**config.mk**
```make
export PLATFORM = sky130hd
export DESIGN_NAME = dspma_block
export DESIGN_NICKNAME = d
export VERILOG_FILES = /design/src/core/dspma_pkg.sv /design/src/core/dspma_block.sv /design/src/core/dspma_mult_unit.sv
export SDC_FILE = /design/constraint.sdc
export NUM_CORES = 2
export LEC_CHECK = 0
export ABC_AREA = 1
export BUFFER_PORTS_ARGS = -buffer_cell sky130_fd_sc_hd__buf_2
export CORE_UTILIZATION = 39
export CTS_BUF_LIST = sky130_fd_sc_hd__clkbuf_4
export DETAILED_ROUTE_END_ITERATION = 8
export PLACE_DENSITY_LB_ADDON = 0.12
export SYNTH_ARGS = -nofsm -noshare
export SYNTH_HDL_FRONTEND = slang
export SYNTH_SLANG_ARGS = --single-unit
```
**constraint.sdc**
```tcl
create_clock -name clk -period 16.6 [get_ports clk]
set_clock_uncertainty 0.05 [all_clocks]
set_input_delay 2.49 -clock clk [delete_from_list [all_inputs] [get_ports clk]]
set_output_delay 2.49 -clock clk [all_outputs]
set_load 0.02 [all_outputs]
```
**src/core/dspma_pkg.sv**
```systemverilog
package dspma_pkg;

  // Operating modes, fixed per block instance
  typedef enum logic [2:0] {
    mode_simple,
    mode_mac,
    mode_add2,
    mode_add4,
    mode_mul36
  } dspma_mode_t;

  // Datapath widths
  localparam int OPW    = 18;         // Operand width of one unit
  localparam int HALFW  = 9;          // Narrow operand width
  localparam int PRODW  = 36;         // Full 18x18 product width
  localparam int NPRODW = 18;         // Narrow 9x9 product width
  localparam int HEADW  = 16;         // Accumulation headroom
  localparam int ACCW   = PRODW + HEADW;  // Accumulator width, 52
  localparam int NUNITS = 4;          // 18x18 multiplier sub-blocks
  localparam int RESW   = 144;        // Eight 18-bit result ports
  localparam int WIDEW  = 72;         // Working width of sums
  localparam int NCTL   = 6;          // Delayed control lines

  // Control line positions in the delayed control vector
  localparam int CTL_SIGN_A = 0;
  localparam int CTL_SIGN_B = 1;
  localparam int CTL_ADD_UP = 2;
  localparam int CTL_ADD_LO = 3;
  localparam int CTL_LOAD0  = 4;
  localparam int CTL_LOAD1  = 5;

  // Control enable and clear group assignment
  localparam int GRP_IN   = 0;        // Input registers
  localparam int GRP_PIPE = 1;        // Pipeline register
  localparam int GRP_OUT  = 2;        // Output registers and accumulators
  localparam int GRP_CTL  = 3;        // Control delay stages

  // Register map
  localparam int          AW          = 8;
  localparam logic [7:0]  CTRL_OFS    = 8'h00;
  localparam logic [7:0]  STATUS_OFS  = 8'h04;
  localparam int          LAT_LSB     = 0;
  localparam int          LAT_W       = 2;
  localparam logic [1:0]  LAT_RST     = 2'h0;
  localparam logic [1:0]  LAT_NONE    = 2'h0;
  localparam logic [1:0]  LAT_ONCE    = 2'h1;
  localparam int          ST_OVF_LSB  = 0;
  localparam int          ST_MODE_LSB = 4;
  localparam int          ST_NARROW   = 8;
  localparam int          ST_SHIFT_A  = 9;
  localparam int          ST_SHIFT_B  = 10;

endpackage

```
**src/core/dspma_block.sv**
```systemverilog
// Our own choices: the placing of the registers and register access over APB.
`timescale 1ns/1ps
// Notes on behaviour
// - Simple mode passes products to outputs
// - Four 18x18 units form one 36x36
// - No input shift chain in 36x36
// - Pipeline register stages the 36x36 partial products
// - Accumulators fed by second and fourth units
// - Accumulator is 52 bits: 36 plus 16
// - Load and overflow act only when accumulating
// - Accumulator may subtract; overflow flags underflow too
// - Two-product sums or differences per pair
// - Complex product from one subtractor, one adder
// - Four-product sum from two first-stage results
// - Shift chains carry samples and coefficients
// - Shift chain cascades in and out
// - Counts hold for matched operand signedness
// - Eight 18-bit input and output units
// - Fourteen-line control bus for whole block
// - Control latency selectable zero, one, two
// - Sign select 1 means signed; full precision
// - Add/subtract select high adds, low subtracts
// - Load replaces running total with product
// - Overflow registered, not sticky
module dspma_block #(
  parameter dspma_pkg::dspma_mode_t MODE    = dspma_pkg::mode_simple,
  parameter bit                     NARROW  = 1'b0,
  parameter bit                     IN_REG  = 1'b1,
  parameter bit                     PIPE_REG = 1'b1,
  parameter bit                     SHIFT_A = 1'b0,
  parameter bit                     SHIFT_B = 1'b0
) (
  // Clock and reset
  input  wire logic        clk,
  input  wire logic        resetn,
  // APB slave
  input  wire logic [7:0]  paddr,
  input  wire logic        psel,
  input  wire logic        penable,
  input  wire logic        pwrite,
  input  wire logic [31:0] pwdata,
  output logic      [31:0] prdata,
  output logic             pready,
  output logic             pslverr,
  // Control bus
  input  wire logic        sign_a,
  input  wire logic        sign_b,
  input  wire logic        upper_add_or_subtract_sel,
  input  wire logic        lower_add_or_subtract_sel,
  input  wire logic [1:0]  accum_load,
  input  wire logic [3:0]  grp_enable,
  input  wire logic [3:0]  grp_clear,
  // Operand inputs
  input  wire logic [17:0] data_a1,
  input  wire logic [17:0] data_b1,
  input  wire logic [17:0] data_a2,
  input  wire logic [17:0] data_b2,
  input  wire logic [17:0] data_a3,
  input  wire logic [17:0] data_b3,
  input  wire logic [17:0] data_a4,
  input  wire logic [17:0] data_b4,
  // Shift chain cascade
  input  wire logic [17:0] chain_in_a,
  input  wire logic [17:0] chain_in_b,
  output logic      [17:0] chain_out_a,
  output logic      [17:0] chain_out_b,
  // Results
  output logic      [17:0] res_a,
  output logic      [17:0] res_b,
  output logic      [17:0] res_c,
  output logic      [17:0] res_d,
  output logic      [17:0] res_e,
  output logic      [17:0] res_f,
  output logic      [17:0] res_g,
  output logic      [17:0] res_h,
  output logic      [1:0]  overflow
);

  localparam int W  = dspma_pkg::WIDEW;
  localparam int NU = dspma_pkg::NUNITS;

  // Refuse configurations the datapath cannot serve
  generate
    if (MODE == dspma_pkg::mode_mul36 && (SHIFT_A || SHIFT_B)) begin : g_bad_chain
      $error("Shift chain input is not available with the 36x36 multiplier");
    end
    if ((SHIFT_A || SHIFT_B) && !IN_REG) begin : g_bad_inreg
      $error("Shift chain input needs the input registers");
    end
  endgenerate

  // Extend the low w bits of v to the working width
  function automatic logic [71:0] dspma_ext(input logic [71:0] v, input int w, input logic s);
    logic [71:0] r;
    r = v;
    for (int i = 0; i < 72; i++) begin
      if (i >= w) begin
        r[i] = s & v[w-1];
      end
    end
    return r;
  endfunction

  // Add when add is high, subtract when low
  function automatic logic [71:0] dspma_as(input logic [71:0] x, input logic [71:0] y, input logic add);
    return add ? x + y : x - y;
  endfunction

  // Reset release through two flip-flops
  logic rst_meta_reg;
  logic rst_n_reg;
  always_ff @(posedge clk or negedge resetn) begin
    if (!resetn) begin
      rst_meta_reg <= 1'b0;
      rst_n_reg    <= 1'b0;
    end else begin
      rst_meta_reg <= 1'b1;
      rst_n_reg    <= rst_meta_reg;
    end
  end

  // APB registers: control latency and status
  logic [1:0]  lat_reg;
  logic [31:0] prdata_reg;
  logic        pready_reg;
  logic        pslverr_reg;
  logic        ctrl_hit;
  logic        stat_hit;
  logic [1:0]  ovf_reg;
  assign ctrl_hit = (paddr == dspma_pkg::CTRL_OFS);
  assign stat_hit = (paddr == dspma_pkg::STATUS_OFS);

  // Answer is prepared in setup, so every access phase lasts one cycle
  always_ff @(posedge clk or negedge rst_n_reg) begin
    if (!rst_n_reg) begin
      prdata_reg  <= 32'h0;
      pready_reg  <= 1'b0;
      pslverr_reg <= 1'b0;
    end else begin
      pready_reg  <= psel & ~penable & ~pready_reg;
      pslverr_reg <= psel & ~penable & ~(ctrl_hit | stat_hit);
      prdata_reg  <= 32'h0;
      if (psel && !penable && !pwrite && ctrl_hit) begin
        prdata_reg[dspma_pkg::LAT_LSB +: dspma_pkg::LAT_W] <= lat_reg;
      end else if (psel && !penable && !pwrite && stat_hit) begin
        prdata_reg[dspma_pkg::ST_OVF_LSB +: 2] <= ovf_reg;
        prdata_reg[dspma_pkg::ST_MODE_LSB +: 3] <= MODE;
        prdata_reg[dspma_pkg::ST_NARROW]  <= NARROW;
        prdata_reg[dspma_pkg::ST_SHIFT_A] <= SHIFT_A;
        prdata_reg[dspma_pkg::ST_SHIFT_B] <= SHIFT_B;
      end
    end
  end

  // Latency field written at the completing access edge
  always_ff @(posedge clk or negedge rst_n_reg) begin
    if (!rst_n_reg) begin
      lat_reg <= dspma_pkg::LAT_RST;
    end else if (psel && penable && pready_reg && pwrite && ctrl_hit) begin
      lat_reg <= pwdata[dspma_pkg::LAT_LSB +: dspma_pkg::LAT_W];
    end
  end
  assign prdata  = prdata_reg;
  assign pready  = pready_reg;
  assign pslverr = pslverr_reg;

  // Control delay stages, 14 control lines in all with enables and clears
  logic [dspma_pkg::NCTL-1:0] ctl_raw;
  logic [dspma_pkg::NCTL-1:0] ctl_d1_reg;
  logic [dspma_pkg::NCTL-1:0] ctl_d2_reg;
  logic [dspma_pkg::NCTL-1:0] ctl;
  assign ctl_raw = {accum_load, lower_add_or_subtract_sel, upper_add_or_subtract_sel,
                    sign_b, sign_a};
  always_ff @(posedge clk or negedge rst_n_reg) begin
    if (!rst_n_reg) begin
      ctl_d1_reg <= '0;
      ctl_d2_reg <= '0;
    end else if (grp_clear[dspma_pkg::GRP_CTL]) begin
      ctl_d1_reg <= '0;
      ctl_d2_reg <= '0;
    end else if (grp_enable[dspma_pkg::GRP_CTL]) begin
      ctl_d1_reg <= ctl_raw;
      ctl_d2_reg <= ctl_d1_reg;
    end
  end
  // Latency three behaves as two
  assign ctl = (lat_reg == dspma_pkg::LAT_NONE) ? ctl_raw :
               (lat_reg == dspma_pkg::LAT_ONCE) ? ctl_d1_reg : ctl_d2_reg;

  logic sa;
  logic sb;
  logic rsgn;
  logic add_up;
  logic add_lo;
  assign sa     = ctl[dspma_pkg::CTL_SIGN_A];
  assign sb     = ctl[dspma_pkg::CTL_SIGN_B];
  assign rsgn   = sa | sb;
  assign add_up = ctl[dspma_pkg::CTL_ADD_UP];
  assign add_lo = ctl[dspma_pkg::CTL_ADD_LO];

  // Multiplier signs lead the adder controls by one stage at latency one and two; at latency zero both are undelayed
  logic msa;
  logic msb;
  assign msa = (lat_reg > dspma_pkg::LAT_ONCE) ? ctl_d1_reg[dspma_pkg::CTL_SIGN_A] : ctl_raw[dspma_pkg::CTL_SIGN_A];
  assign msb = (lat_reg > dspma_pkg::LAT_ONCE) ? ctl_d1_reg[dspma_pkg::CTL_SIGN_B] : ctl_raw[dspma_pkg::CTL_SIGN_B];

  // Input registers, each unit one 18x18 sub-block
  logic [17:0] a_raw [NU];
  logic [17:0] b_raw [NU];
  logic [17:0] a_q_reg [NU];
  logic [17:0] b_q_reg [NU];
  assign a_raw = '{data_a1, data_a2, data_a3, data_a4};
  assign b_raw = '{data_b1, data_b2, data_b3, data_b4};

  // Chains shift one unit per enabled edge; coefficients load in parallel when B is not chained
  always_ff @(posedge clk or negedge rst_n_reg) begin
    if (!rst_n_reg) begin
      a_q_reg <= '{default: 18'h0};
      b_q_reg <= '{default: 18'h0};
    end else if (grp_clear[dspma_pkg::GRP_IN]) begin
      a_q_reg <= '{default: 18'h0};
      b_q_reg <= '{default: 18'h0};
    end else if (grp_enable[dspma_pkg::GRP_IN]) begin
      for (int u = 0; u < NU; u++) begin
        a_q_reg[u] <= !SHIFT_A ? a_raw[u] : (u == 0) ? chain_in_a : a_q_reg[u-1];
        b_q_reg[u] <= !SHIFT_B ? b_raw[u] : (u == 0) ? chain_in_b : b_q_reg[u-1];
      end
    end
  end
  assign chain_out_a = a_q_reg[NU-1];
  assign chain_out_b = b_q_reg[NU-1];

  // Operand routing; the 36x36 mode splits {a1,a2} and {b1,b2} into halves
  logic [17:0] a_op [NU];
  logic [17:0] b_op [NU];
  logic [NU-1:0] u_sa;
  logic [NU-1:0] u_sb;
  logic [35:0] p_raw [NU];
  logic [35:0] p_q_reg [NU];
  logic [35:0] p [NU];
  always_comb begin
    for (int u = 0; u < NU; u++) begin
      a_op[u] = IN_REG ? a_q_reg[u] : a_raw[u];
      b_op[u] = IN_REG ? b_q_reg[u] : b_raw[u];
      u_sa[u] = msa;
      u_sb[u] = msb;
    end
    if (MODE == dspma_pkg::mode_mul36) begin
      // Only upper halves carry the sign
      a_op[1] = a_op[0];
      a_op[3] = a_op[2];
      u_sa    = {1'b0, 1'b0, msa, msa};
      u_sb    = {1'b0, msb, 1'b0, msb};
      a_op[2] = IN_REG ? a_q_reg[1] : a_raw[1];
      a_op[3] = a_op[2];
      b_op[2] = b_op[0];
      b_op[3] = b_op[1];
      b_op[1] = IN_REG ? b_q_reg[1] : b_raw[1];
    end
  end

  genvar g;
  generate
    for (g = 0; g < NU; g++) begin : g_unit
      dspma_mult_unit u_mult (
        .a      (a_op[g]),
        .b      (b_op[g]),
        .sign_a (u_sa[g]),
        .sign_b (u_sb[g]),
        .narrow (NARROW && MODE != dspma_pkg::mode_mul36),
        .prod   (p_raw[g])
      );
    end
  endgenerate

  // Pipeline register; in 36x36 mode it stages the partial products
  always_ff @(posedge clk or negedge rst_n_reg) begin
    if (!rst_n_reg) begin
      p_q_reg <= '{default: 36'h0};
    end else if (grp_clear[dspma_pkg::GRP_PIPE]) begin
      p_q_reg <= '{default: 36'h0};
    end else if (grp_enable[dspma_pkg::GRP_PIPE]) begin
      p_q_reg <= p_raw;
    end
  end
  always_comb begin
    for (int u = 0; u < NU; u++) begin
      p[u] = PIPE_REG ? p_q_reg[u] : p_raw[u];
    end
  end

  // Wide product views, extended by result signedness
  logic [71:0] pw [NU];
  logic [71:0] pl [NU];
  logic [71:0] ph [NU];
  always_comb begin
    for (int u = 0; u < NU; u++) begin
      pw[u] = dspma_ext({36'h0, p[u]}, dspma_pkg::PRODW, rsgn);
      pl[u] = dspma_ext({54'h0, p[u][17:0]}, dspma_pkg::NPRODW, rsgn);
      ph[u] = dspma_ext({54'h0, p[u][35:18]}, dspma_pkg::NPRODW, rsgn);
    end
  end

  // Accumulators live in the output register, second and fourth units feed them
  logic [143:0] out_reg;
  logic [71:0]  acc_cur [2];
  logic [71:0]  acc_in  [2];
  logic [71:0]  acc_sum [2];
  logic [51:0]  acc_next [2];
  logic [1:0]   acc_ovf;
  logic [1:0]   acc_add;
  always_comb begin
    acc_add = {add_lo, add_up};
    for (int k = 0; k < 2; k++) begin
      acc_cur[k] = dspma_ext({20'h0, out_reg[k*W +: dspma_pkg::ACCW]}, dspma_pkg::ACCW, rsgn);
      acc_in[k]  = NARROW ? pl[2*k+1] : pw[2*k+1];
      acc_sum[k] = dspma_as(acc_cur[k], acc_in[k], acc_add[k]);
      // Load replaces the total with the product
      acc_next[k] = ctl[dspma_pkg::CTL_LOAD0 + k] ? acc_in[k][51:0] : acc_sum[k][51:0];
      // Signed: bit 52 differs from 51; unsigned: carry or borrow in bit 52
      acc_ovf[k] = ~ctl[dspma_pkg::CTL_LOAD0 + k] &
                   (rsgn ? (acc_sum[k][52] ^ acc_sum[k][51]) : acc_sum[k][52]);
    end
  end

  // First and second stage sums
  logic [71:0] s_up;
  logic [71:0] s_lo;
  logic [71:0] n_up_lo;
  logic [71:0] n_up_hi;
  logic [71:0] n_lo_lo;
  logic [71:0] n_lo_hi;
  logic [71:0] mul36;
  logic [143:0] res;
  always_comb begin
    s_up    = dspma_as(pw[0], pw[1], add_up);
    s_lo    = dspma_as(pw[2], pw[3], add_lo);
    n_up_lo = dspma_as(pl[0], pl[1], add_up);
    n_up_hi = dspma_as(ph[0], ph[1], add_up);
    n_lo_lo = dspma_as(pl[2], pl[3], add_lo);
    n_lo_hi = dspma_as(ph[2], ph[3], add_lo);
    // hh<<36 + (hl+lh)<<18 + ll; low partial is unsigned
    mul36 = (pw[0] << 36) + ((dspma_ext({36'h0, p[1]}, dspma_pkg::PRODW, sa) +
             dspma_ext({36'h0, p[2]}, dspma_pkg::PRODW, sb)) << 18) + {36'h0, p[3]};
    res   = '0;
    case (MODE)
      dspma_pkg::mode_simple: res = {p[3], p[2], p[1], p[0]};
      dspma_pkg::mode_mac: res = {dspma_ext({20'h0, acc_next[1]}, dspma_pkg::ACCW, rsgn),
                                  dspma_ext({20'h0, acc_next[0]}, dspma_pkg::ACCW, rsgn)};
      dspma_pkg::mode_add2: begin
        if (NARROW) begin
          res = {n_lo_hi[35:0], n_lo_lo[35:0], n_up_hi[35:0], n_up_lo[35:0]};
        end else begin
          res = {s_lo, s_up};
        end
      end
      dspma_pkg::mode_add4: begin
        if (NARROW) begin
          res = {n_up_hi + n_lo_hi, n_up_lo + n_lo_lo};
        end else begin
          res = {{72{rsgn & s_up[71]}}, s_up + s_lo};
        end
      end
      dspma_pkg::mode_mul36: res = {{72{rsgn & mul36[71]}}, mul36};
      default: res = '0;
    endcase
  end

  // Output registers, always present so every result comes from a flop
  always_ff @(posedge clk or negedge rst_n_reg) begin
    if (!rst_n_reg) begin
      out_reg <= '0;
    end else if (grp_clear[dspma_pkg::GRP_OUT]) begin
      out_reg <= '0;
    end else if (grp_enable[dspma_pkg::GRP_OUT]) begin
      out_reg <= res;
    end
  end

  // Overflow follows each enabled accumulate step, holds while disabled, zero outside accumulator mode
  always_ff @(posedge clk or negedge rst_n_reg) begin
    if (!rst_n_reg) begin
      ovf_reg <= 2'h0;
    end else if (grp_clear[dspma_pkg::GRP_OUT]) begin
      ovf_reg <= 2'h0;
    end else if (grp_enable[dspma_pkg::GRP_OUT]) begin
      ovf_reg <= (MODE == dspma_pkg::mode_mac) ? acc_ovf : 2'h0;
    end
  end
  assign overflow = ovf_reg;

  assign res_a = out_reg[0 +: 18];
  assign res_b = out_reg[18 +: 18];
  assign res_c = out_reg[36 +: 18];
  assign res_d = out_reg[54 +: 18];
  assign res_e = out_reg[72 +: 18];
  assign res_f = out_reg[90 +: 18];
  assign res_g = out_reg[108 +: 18];
  assign res_h = out_reg[126 +: 18];

endmodule

```
**src/core/dspma_mult_unit.sv**
```systemverilog
`timescale 1ns/1ps
// One 18x18 multiplier sub-block, or two 9x9 multipliers when narrow
module dspma_mult_unit (
  // Operands and signedness
  input  wire logic [17:0] a,
  input  wire logic [17:0] b,
  input  wire logic        sign_a,
  input  wire logic        sign_b,
  input  wire logic        narrow,
  // Product, two packed 18-bit products when narrow
  output logic      [35:0] prod
);

  // Full precision product of two 18-bit operands with sign control
  function automatic logic [35:0] dspma_mul18(input logic [17:0] x, input logic [17:0] y,
                                              input logic sx, input logic sy);
    logic signed [18:0] ex;
    logic signed [18:0] ey;
    logic signed [37:0] pr;
    ex = {sx & x[17], x};
    ey = {sy & y[17], y};
    pr = ex * ey;
    return pr[35:0];
  endfunction

  logic [17:0] a_lo;
  logic [17:0] b_lo;
  logic [17:0] a_hi;
  logic [17:0] b_hi;
  logic [35:0] p_lo;
  logic [35:0] p_hi;

  // Narrow operands are extended so one function serves both sizes
  assign a_lo = {{9{sign_a & a[8]}}, a[8:0]};
  assign b_lo = {{9{sign_b & b[8]}}, b[8:0]};
  assign a_hi = {{9{sign_a & a[17]}}, a[17:9]};
  assign b_hi = {{9{sign_b & b[17]}}, b[17:9]};
  assign p_lo = dspma_mul18(a_lo, b_lo, sign_a, sign_b);
  assign p_hi = dspma_mul18(a_hi, b_hi, sign_a, sign_b);
  assign prod = narrow ? {p_hi[17:0], p_lo[17:0]} : dspma_mul18(a, b, sign_a, sign_b);

endmodule

```
; Yosys cells after proc, flatten, opt, wreduce, memory -nomap -nowiden
; Cells that the tools add are included.
; Widths: inputs -> output; s select.
[op_classes]
multipliers = 4
order_cmp = 1
n_eq_ne = 1
mux = 16
n_bitwise = 15
reduce_logical = 15
[op_table]
columns = op, count
row1 = $mux 144, 4
row2 = $mux 72, 4
row3 = $mul 19x19->36, 4
row4 = $mux 2, 6
row5 = $and 1x1->1, 11
row6 = $eq 8x3->1 const B, 1
row7 = $logic_and 1x1->1, 8
row8 = $logic_not 8->1, 1
row9 = $reduce_bool 2->1, 4
row10 = $not 1->1, 3
row11 = $gt 2x1->1 const B, 1
row12 = $logic_not 1->1, 2
row13 = $mux 1, 2
row14 = $or 1x1->1, 1
[word_totals]
ff_bits = 444
out_inout_bits = 216
word_cells = 73

; Longest topological paths before layout
[depth]
word_depth = 6
ltp_mapped = 36
mapped_depth_nobuf = 33

; Modules after synthesis
; Synthesis repeated with hierarchy kept, for this count alone.
[unflattened]
hier_cells = 13186
area_unflattened_um2 = 107774.6
[by_module_without_submodules]
columns = module, n_inst, cells_each, area_each_um2
row1 = dspma_mult_unit (g_unit[1].u_mult ...), 2, 2871, 22407.7
row2 = dspma_mult_unit (g_unit[3].u_mult), 1, 2845, 22457.8
row3 = dspma_mult_unit (g_unit[0].u_mult), 1, 2763, 22205.0
row4 = dspma_block, 1, 1836, 18296.3

; Worst setup path after synthesis
; No wires, ideal clock.
[synth_path]
path_type = input -> register
startpoint = in sign_a
endpoint = reg p_q_reg (netlist bit acc_in[31])
setup_ps = 117
arrival_time_ps = 8373
required_ps = 16433
setup_slack_ps = 8060
cell_stages = 30
n_path_buf = 3
cell_sequence = inv_1 -> o21ai_2 -> buf_6 -> inv_1 -> buf_2 -> buf_2 -> nor2_1 -> nand2_1 -> fa_1 -> fa_1 -> inv_1 -> fa_1 -> fa_1 -> fa_1 -> inv_1 -> fa_1 -> inv_1 -> ha_1 -> ha_1 -> nand2_1 -> nor2_1 -> inv_1 -> nor2_1 -> inv_1 -> nor4_1 -> nand2_1 -> nand3_1 -> nand2_1 -> nand3_1 -> nand2_1
[synth_via]
elab_chain_cells = 5
[synth_rtl]
columns = item, line_no
row1 = from (decl), dspma_block.sv:46  ; input wire logic sign_a,
row2 = $mux 1, dspma_block.sv:204  ; assign msa = (lat_reg > dspma_pkg::LAT_ONCE) ? ctl_d1_reg[dspma_pkg::CTL_SIGN_A] : ctl_raw[dspma_pkg::CTL_SIGN ...
row3 = $and 1x1->1, dspma_mult_unit.sv:20  ; ex = {sx & x[17], x};
row4 = $mul 19x19->36, dspma_mult_unit.sv:22  ; pr = ex * ey;
row5 = $mux 144, dspma_block.sv:282  ; end else if (grp_enable[dspma_pkg::GRP_PIPE]) begin
row6 = $mux 144, dspma_block.sv:280  ; end else if (grp_clear[dspma_pkg::GRP_PIPE]) begin
row7 = to (signal assigned), dspma_block.sv:283  ; p_q_reg <= p_raw;
row8 = to (decl), dspma_block.sv:239  ; logic [35:0] p_q_reg [NU];
; Every way passes these cells. The select of a mux whose other input is x is not followed.
; A chain may end at the register's enable or synchronous reset.

; Worst setup path in the final report
[layout_path]
startpoint = in sign_b
endpoint = reg p_q_reg (netlist bit p[133])
[layout_via]
elab_chain_cells = 5
[layout_rtl]
columns = item, line_no
row1 = from (decl), dspma_block.sv:47  ; input wire logic sign_b,
row2 = $mux 1, dspma_block.sv:205  ; assign msb = (lat_reg > dspma_pkg::LAT_ONCE) ? ctl_d1_reg[dspma_pkg::CTL_SIGN_B] : ctl_raw[dspma_pkg::CTL_SIGN ...
row3 = $and 1x1->1, --
row4 = $mul 19x19->36, dspma_mult_unit.sv:22
row5 = $mux 144, dspma_block.sv:282
row6 = $mux 144, dspma_block.sv:280
; Every way passes these cells. The select of a mux whose other input is x is not followed.

==> report_table.html <==
<table>
<tr><th>Metric</th><th>Value</th></tr>
<tr><th colspan="2">Logic synthesis</th></tr>
<tr><td>Cells taking the most area after synthesis</td><td>sky130_fd_sc_hd__fa_1, sky130_fd_sc_hd__dfrtp_1, sky130_fd_sc_hd__inv_1</td></tr>
<tr><td>Synth Warn #</td><td>0</td></tr>
<tr><td>Fraction of post-synthesis cell area in the top cell type by area</td><td>0.391</td></tr>
<tr><td>Leading area contributor after synthesis</td><td>sky130_fd_sc_hd__fa_1</td></tr>
<tr><td>Predominant post-synthesis flop cell</td><td>sky130_fd_sc_hd__dfrtp_1</td></tr>
<tr><td>Average instance area after synthesis</td><td>8.04 µm²</td></tr>
<tr><td>Share of the yosys chip area belonging to registers</td><td>0.152</td></tr>
<tr><td>Seq cells post-synth</td><td>442</td></tr>
<tr><td>Netlist cell types</td><td>between 40 and 50</td></tr>
<tr><td>Post-synthesis cell count</td><td>9,040</td></tr>
<tr><td>Cell with the most instances after synthesis</td><td>sky130_fd_sc_hd__inv_1</td></tr>
<tr><td>Syn Std Cell Area</td><td>72,700 µm²</td></tr>
<tr><td>Async set or reset register ratio after synthesis</td><td>1.00</td></tr>
<tr><td>Commonest cells in the synthesized netlist</td><td>sky130_fd_sc_hd__inv_1, sky130_fd_sc_hd__nand2_1, sky130_fd_sc_hd__fa_1</td></tr>
<tr><td>Count of flip-flops with a built-in enable after synthesis</td><td>0</td></tr>
<tr><th colspan="2">STA</th></tr>
<tr><td>Period Utilization, post-route</td><td>0.545</td></tr>
<tr><td>Count of final setup violators</td><td>0</td></tr>
<tr><td>Time the final worst path needs with I/O delays and setup</td><td>9.05 ns</td></tr>
<tr><td>Final count of pins violating max slew</td><td>0</td></tr>
<tr><td>RSZ-0062 raised after global routing</td><td>false</td></tr>
<tr><td>Final hold viol count</td><td>0</td></tr>
<tr><td>Total negative setup slack</td><td>0 ns</td></tr>
<tr><td>Max Fclk</td><td>between 0.1 and 0.15 GHz</td></tr>
<tr><td>Worst slew slack as a fraction of its limit</td><td>0.246</td></tr>
<tr><td>Worst slew pin tran</td><td>1.13 ns</td></tr>
<tr><th colspan="2">Pwr</th></tr>
<tr><td>Power per unit of standard cell area</td><td>49.9 nW/µm²</td></tr>
<tr><td>Sequential share of power</td><td>0.321</td></tr>
<tr><td>Combinational power share</td><td>0.380</td></tr>
<tr><td>Proportion of total power due to net switching</td><td>0.423</td></tr>
<tr><td>Leakage Power</td><td>between 40 and 50 nW</td></tr>
<tr><td>Reported net switching power</td><td>0.00165 W</td></tr>
<tr><td>Largest vdd supply drop</td><td>47.5 µV</td></tr>
<tr><td>Share of total power in the clock network</td><td>0.299</td></tr>
<tr><td>Total Power Consumption</td><td>between 0.003 and 0.004 W</td></tr>
<tr><td>Internal Dissipation</td><td>0.00226 W</td></tr>
<tr><th colspan="2">Clocking</th></tr>
<tr><td>Root buf cell</td><td>sky130_fd_sc_hd__clkbuf_4</td></tr>
<tr><td># H-tree levels</td><td>4</td></tr>
<tr><td>Number of buffers inserted during clock tree synthesis</td><td>approximately 140</td></tr>
<tr><td>Clock transition at the registers of the reported paths</td><td>around 0.060 ns</td></tr>
<tr><td>Clock tree from TritonCTS</td><td>yes</td></tr>
<tr><td>Cts hold-fix bufs</td><td>0</td></tr>
<tr><td>Post CTS Setup Buffer Count</td><td>0</td></tr>
<tr><td>Number of gates resized after CTS</td><td>0</td></tr>
<tr><td>Clock latency at the later pin of the worst-skew pair</td><td>around 1.2 ns</td></tr>
<tr><td>Number of clock sinks</td><td>442</td></tr>
<tr><td>Number of buffers between clock root and the deepest sink</td><td>3</td></tr>
<tr><th colspan="2">Worst setup path</th></tr>
<tr><td>CP required</td><td>17.52 ns</td></tr>
<tr><td>Kind of end point of the critical path</td><td>flop</td></tr>
<tr><td>Largest fanout on the critical path</td><td>13</td></tr>
<tr><td>Data arrival time at the worst-slack endpoint</td><td>between 9 and 10 ns</td></tr>
<tr><td>Crit Path Category</td><td>input pin to flop</td></tr>
<tr><td>Critical path launch point type</td><td>input pin</td></tr>
<tr><th colspan="2">Global route</th></tr>
<tr><td>Overflow after GRT</td><td>0</td></tr>
<tr><td>Maximum number of pins on one net before global-route repair</td><td>157</td></tr>
<tr><td>Antenna violations before repair</td><td>5</td></tr>
<tr><td>Total routing resource utilization after global routing</td><td>0.240</td></tr>
<tr><td>Number of global-route vias before repair</td><td>60,600</td></tr>
<tr><td>Global-route wire length before repair</td><td>approximately 350,000 µm</td></tr>
<tr><th colspan="2">Floorplan</th></tr>
<tr><td>Area enclosed by the die boundary</td><td>between 150,000 and 200,000 µm²</td></tr>
<tr><td>Die extent in x</td><td>434 µm</td></tr>
<tr><td>Boundary pin count</td><td>455</td></tr>
<tr><td>Total core area</td><td>185,000 µm²</td></tr>
<tr><td>Height of the die</td><td>434 µm</td></tr>
<tr><td>Starting Density</td><td>0.393</td></tr>
<tr><td>Number of standard-cell rows in the floorplan</td><td>158</td></tr>
<tr><th colspan="2">Outcome</th></tr>
<tr><td>Violated checks</td><td>DRC</td></tr>
<tr><td>Status</td><td>complete, but fails checks</td></tr>
<tr><th colspan="2">Route</th></tr>
<tr><td>Overall via count from detail_route</td><td>between 50,000 and 60,000</td></tr>
<tr><td>Count of antenna-violating nets left after detailed routing</td><td>0</td></tr>
<tr><td>Drt total wl</td><td>218,000 µm</td></tr>
<tr><td>Routed wire per std cell</td><td>about 18 µm</td></tr>
<tr><td>Drt initial violations</td><td>3,044</td></tr>
<tr><td>DRC violations left</td><td>2</td></tr>
<tr><td>Total iterations of the first detailed-routing run</td><td>7</td></tr>
<tr><td>Detail-routed via count per cell</td><td>4.77</td></tr>
<tr><th colspan="2">Placed design</th></tr>
<tr><td>Cells after DPL</td><td>11,500</td></tr>
<tr><td># port buffers</td><td>352</td></tr>
<tr><td>GPL Wtd Cong</td><td>0.900</td></tr>
<tr><td>Half-perimeter wire length after detailed placement</td><td>174,000 µm</td></tr>
<tr><th colspan="2">Layout</th></tr>
<tr><td>Number of fill cells in the layout</td><td>19,100</td></tr>
<tr><td>Max reg flops</td><td>~140</td></tr>
<tr><td>Proportion of layout cells with a drive suffix above 1</td><td>0.0803</td></tr>
<tr><td>Final Net Count</td><td>11,300</td></tr>
<tr><td>Final Instance Count excl. Fillers</td><td>roughly 12,000</td></tr>
<tr><td>Layout overhead on the synthesized area</td><td>7.83%</td></tr>
<tr><th colspan="2">Job</th></tr>
<tr><td>Max cap viols</td><td>0</td></tr>
<tr><th colspan="2">Min path</th></tr>
<tr><td>Min-Delay Path Class</td><td>flop to flop</td></tr>
</table>
## worst paths after layout
path	start	to	slack, ns	cells after the start
max reg2reg	lat_reg[1]$_DFFE_PN0P_	p[133]$_DFFE_PN0P_	8.39	24
min reg2reg	rst_meta_reg$_DFF_PN0_	rst_n_reg$_DFF_PN0_	0.30	0
max in group asynchronous	rst_n_reg$_DFF_PN0_	a_op[61]$_DFFE_PN0P_	13.30	3
min	rst_meta_reg$_DFF_PN0_	rst_n_reg$_DFF_PN0_	0.30	0
max	sign_b	p[133]$_DFFE_PN0P_	7.55	24
min in group asynchronous	rst_n_reg$_DFF_PN0_	acc_in[94]$_DFFE_PN0P_	0.31	0
## cell families after synthesis
group / Yosys count / synth area share
AND/OR/NAND/NOR: 2773 / 0.154
buffers and inverters: 3203 / 0.169
adder cells (fa/ha/maj): 1852 / 0.465
XOR/XNOR: 25 / 0.00301
other: 2 / 0.000103
AO/OA/AOI/OAI: 743 / 0.0562
flip-flops: 442 / 0.152
## critical path: stages
cell and delay [ns]:
sky130_fd_sc_hd__buf_2 0.09, sky130_fd_sc_hd__nand2_1 0.05, sky130_fd_sc_hd__nand2_1 0.06, sky130_fd_sc_hd__buf_4 0.20, sky130_fd_sc_hd__inv_1 0.41, sky130_fd_sc_hd__nor2_1 0.82, sky130_fd_sc_hd__inv_1 0.57, sky130_fd_sc_hd__nor2_1 0.25
sky130_fd_sc_hd__fa_1 0.43, sky130_fd_sc_hd__inv_1 0.08, sky130_fd_sc_hd__fa_1 0.43, sky130_fd_sc_hd__fa_1 0.47, sky130_fd_sc_hd__fa_1 0.49, sky130_fd_sc_hd__inv_1 0.05, sky130_fd_sc_hd__fa_1 0.52, sky130_fd_sc_hd__fa_1 0.47
sky130_fd_sc_hd__ha_1 0.30, sky130_fd_sc_hd__ha_1 0.37, sky130_fd_sc_hd__a21oi_1 0.45, sky130_fd_sc_hd__o21ai_0 0.19, sky130_fd_sc_hd__nor2_1 0.27, sky130_fd_sc_hd__nand3_1 0.13, sky130_fd_sc_hd__o21ai_0 0.21, sky130_fd_sc_hd__o21ai_0 0.13
## cell usage in the layout (no fill, tap or decap), drive strengths merged
cell,netlist,final
o21ai,369,369
nand3,333,333
nor3b,5,5
a21o,14,14
diode,0,9
clkbuf,324,202
ha,432,432
o21bai,9,9
and2,5,5
a21oi,168,168
xor2,14,14
clkinv,0,40
o32ai,4,4
or2,8,8
dfrtp,442,442
nand2,1983,1983
nor3,16,16
nand4,39,39
o22ai,145,145
a21boi,11,11
xnor2,11,11
conb,2,33
clkinvlp,0,2
buf,153,469
o21a,8,8
nor2,363,363
fa,1420,1420
bufinv,0,3
a31oi,2,2
inv,2726,2729
nor4,9,9
o211ai,13,13
nand3b,12,12
## cell type report
| class | count | area, µm² | area share |
|---|---|---|---|
| antenna | 9 | 22.5 | 0.000287 |
| clock buffer | 202 | 1520 | 0.0193 |
| clock inverter | 48 | 309 | 0.00394 |
| inverter | 2726 | 10200 | 0.131 |
| multi-input combinational | 5426 | 49500 | 0.631 |
| sequential | 442 | 11100 | 0.141 |
| tap | 2480 | 3100 | 0.0396 |
| timing repair buffer | 469 | 2670 | 0.0341 |
## through the flow
stage	hold WS [ns]	area (µm²)	utilization	setup WS, ns
2_1_floorplan	0.281	72800	-	3.32
3_3_place_gp	0.289	76600	0.413	6.48
3_5_place_dp	0.291	76600	0.413	6.51
4_1_cts	0.297	78400	0.423	7.76
5_1_grt	0.309	78400	0.423	7.30
6_report	0.304	78400	0.423	7.55
## power groups by stage
stage               clock network, W  logic, W  registers [W]
global route                 0.00127   0.00170        0.00127
global placement                   0   0.00149        0.00128
detailed placement                 0   0.00149        0.00128
finish                       0.00117   0.00149        0.00126
CTS                          0.00122   0.00151        0.00126
floorplan                          0  0.000998        0.00123
## routing by layer
layer | track usage | share of wire | wire length [µm]
met1 | 0.325 | 0.44 | 96800
met2 | 0.397 | 0.47 | 103000
met3 | 0.0310 | 0.047 | 10100
met4 | 0.0800 | 0.034 | 7500
met5 | 0 | 0 | 0
No activity file was read; power rests on OpenSTA's default activity.
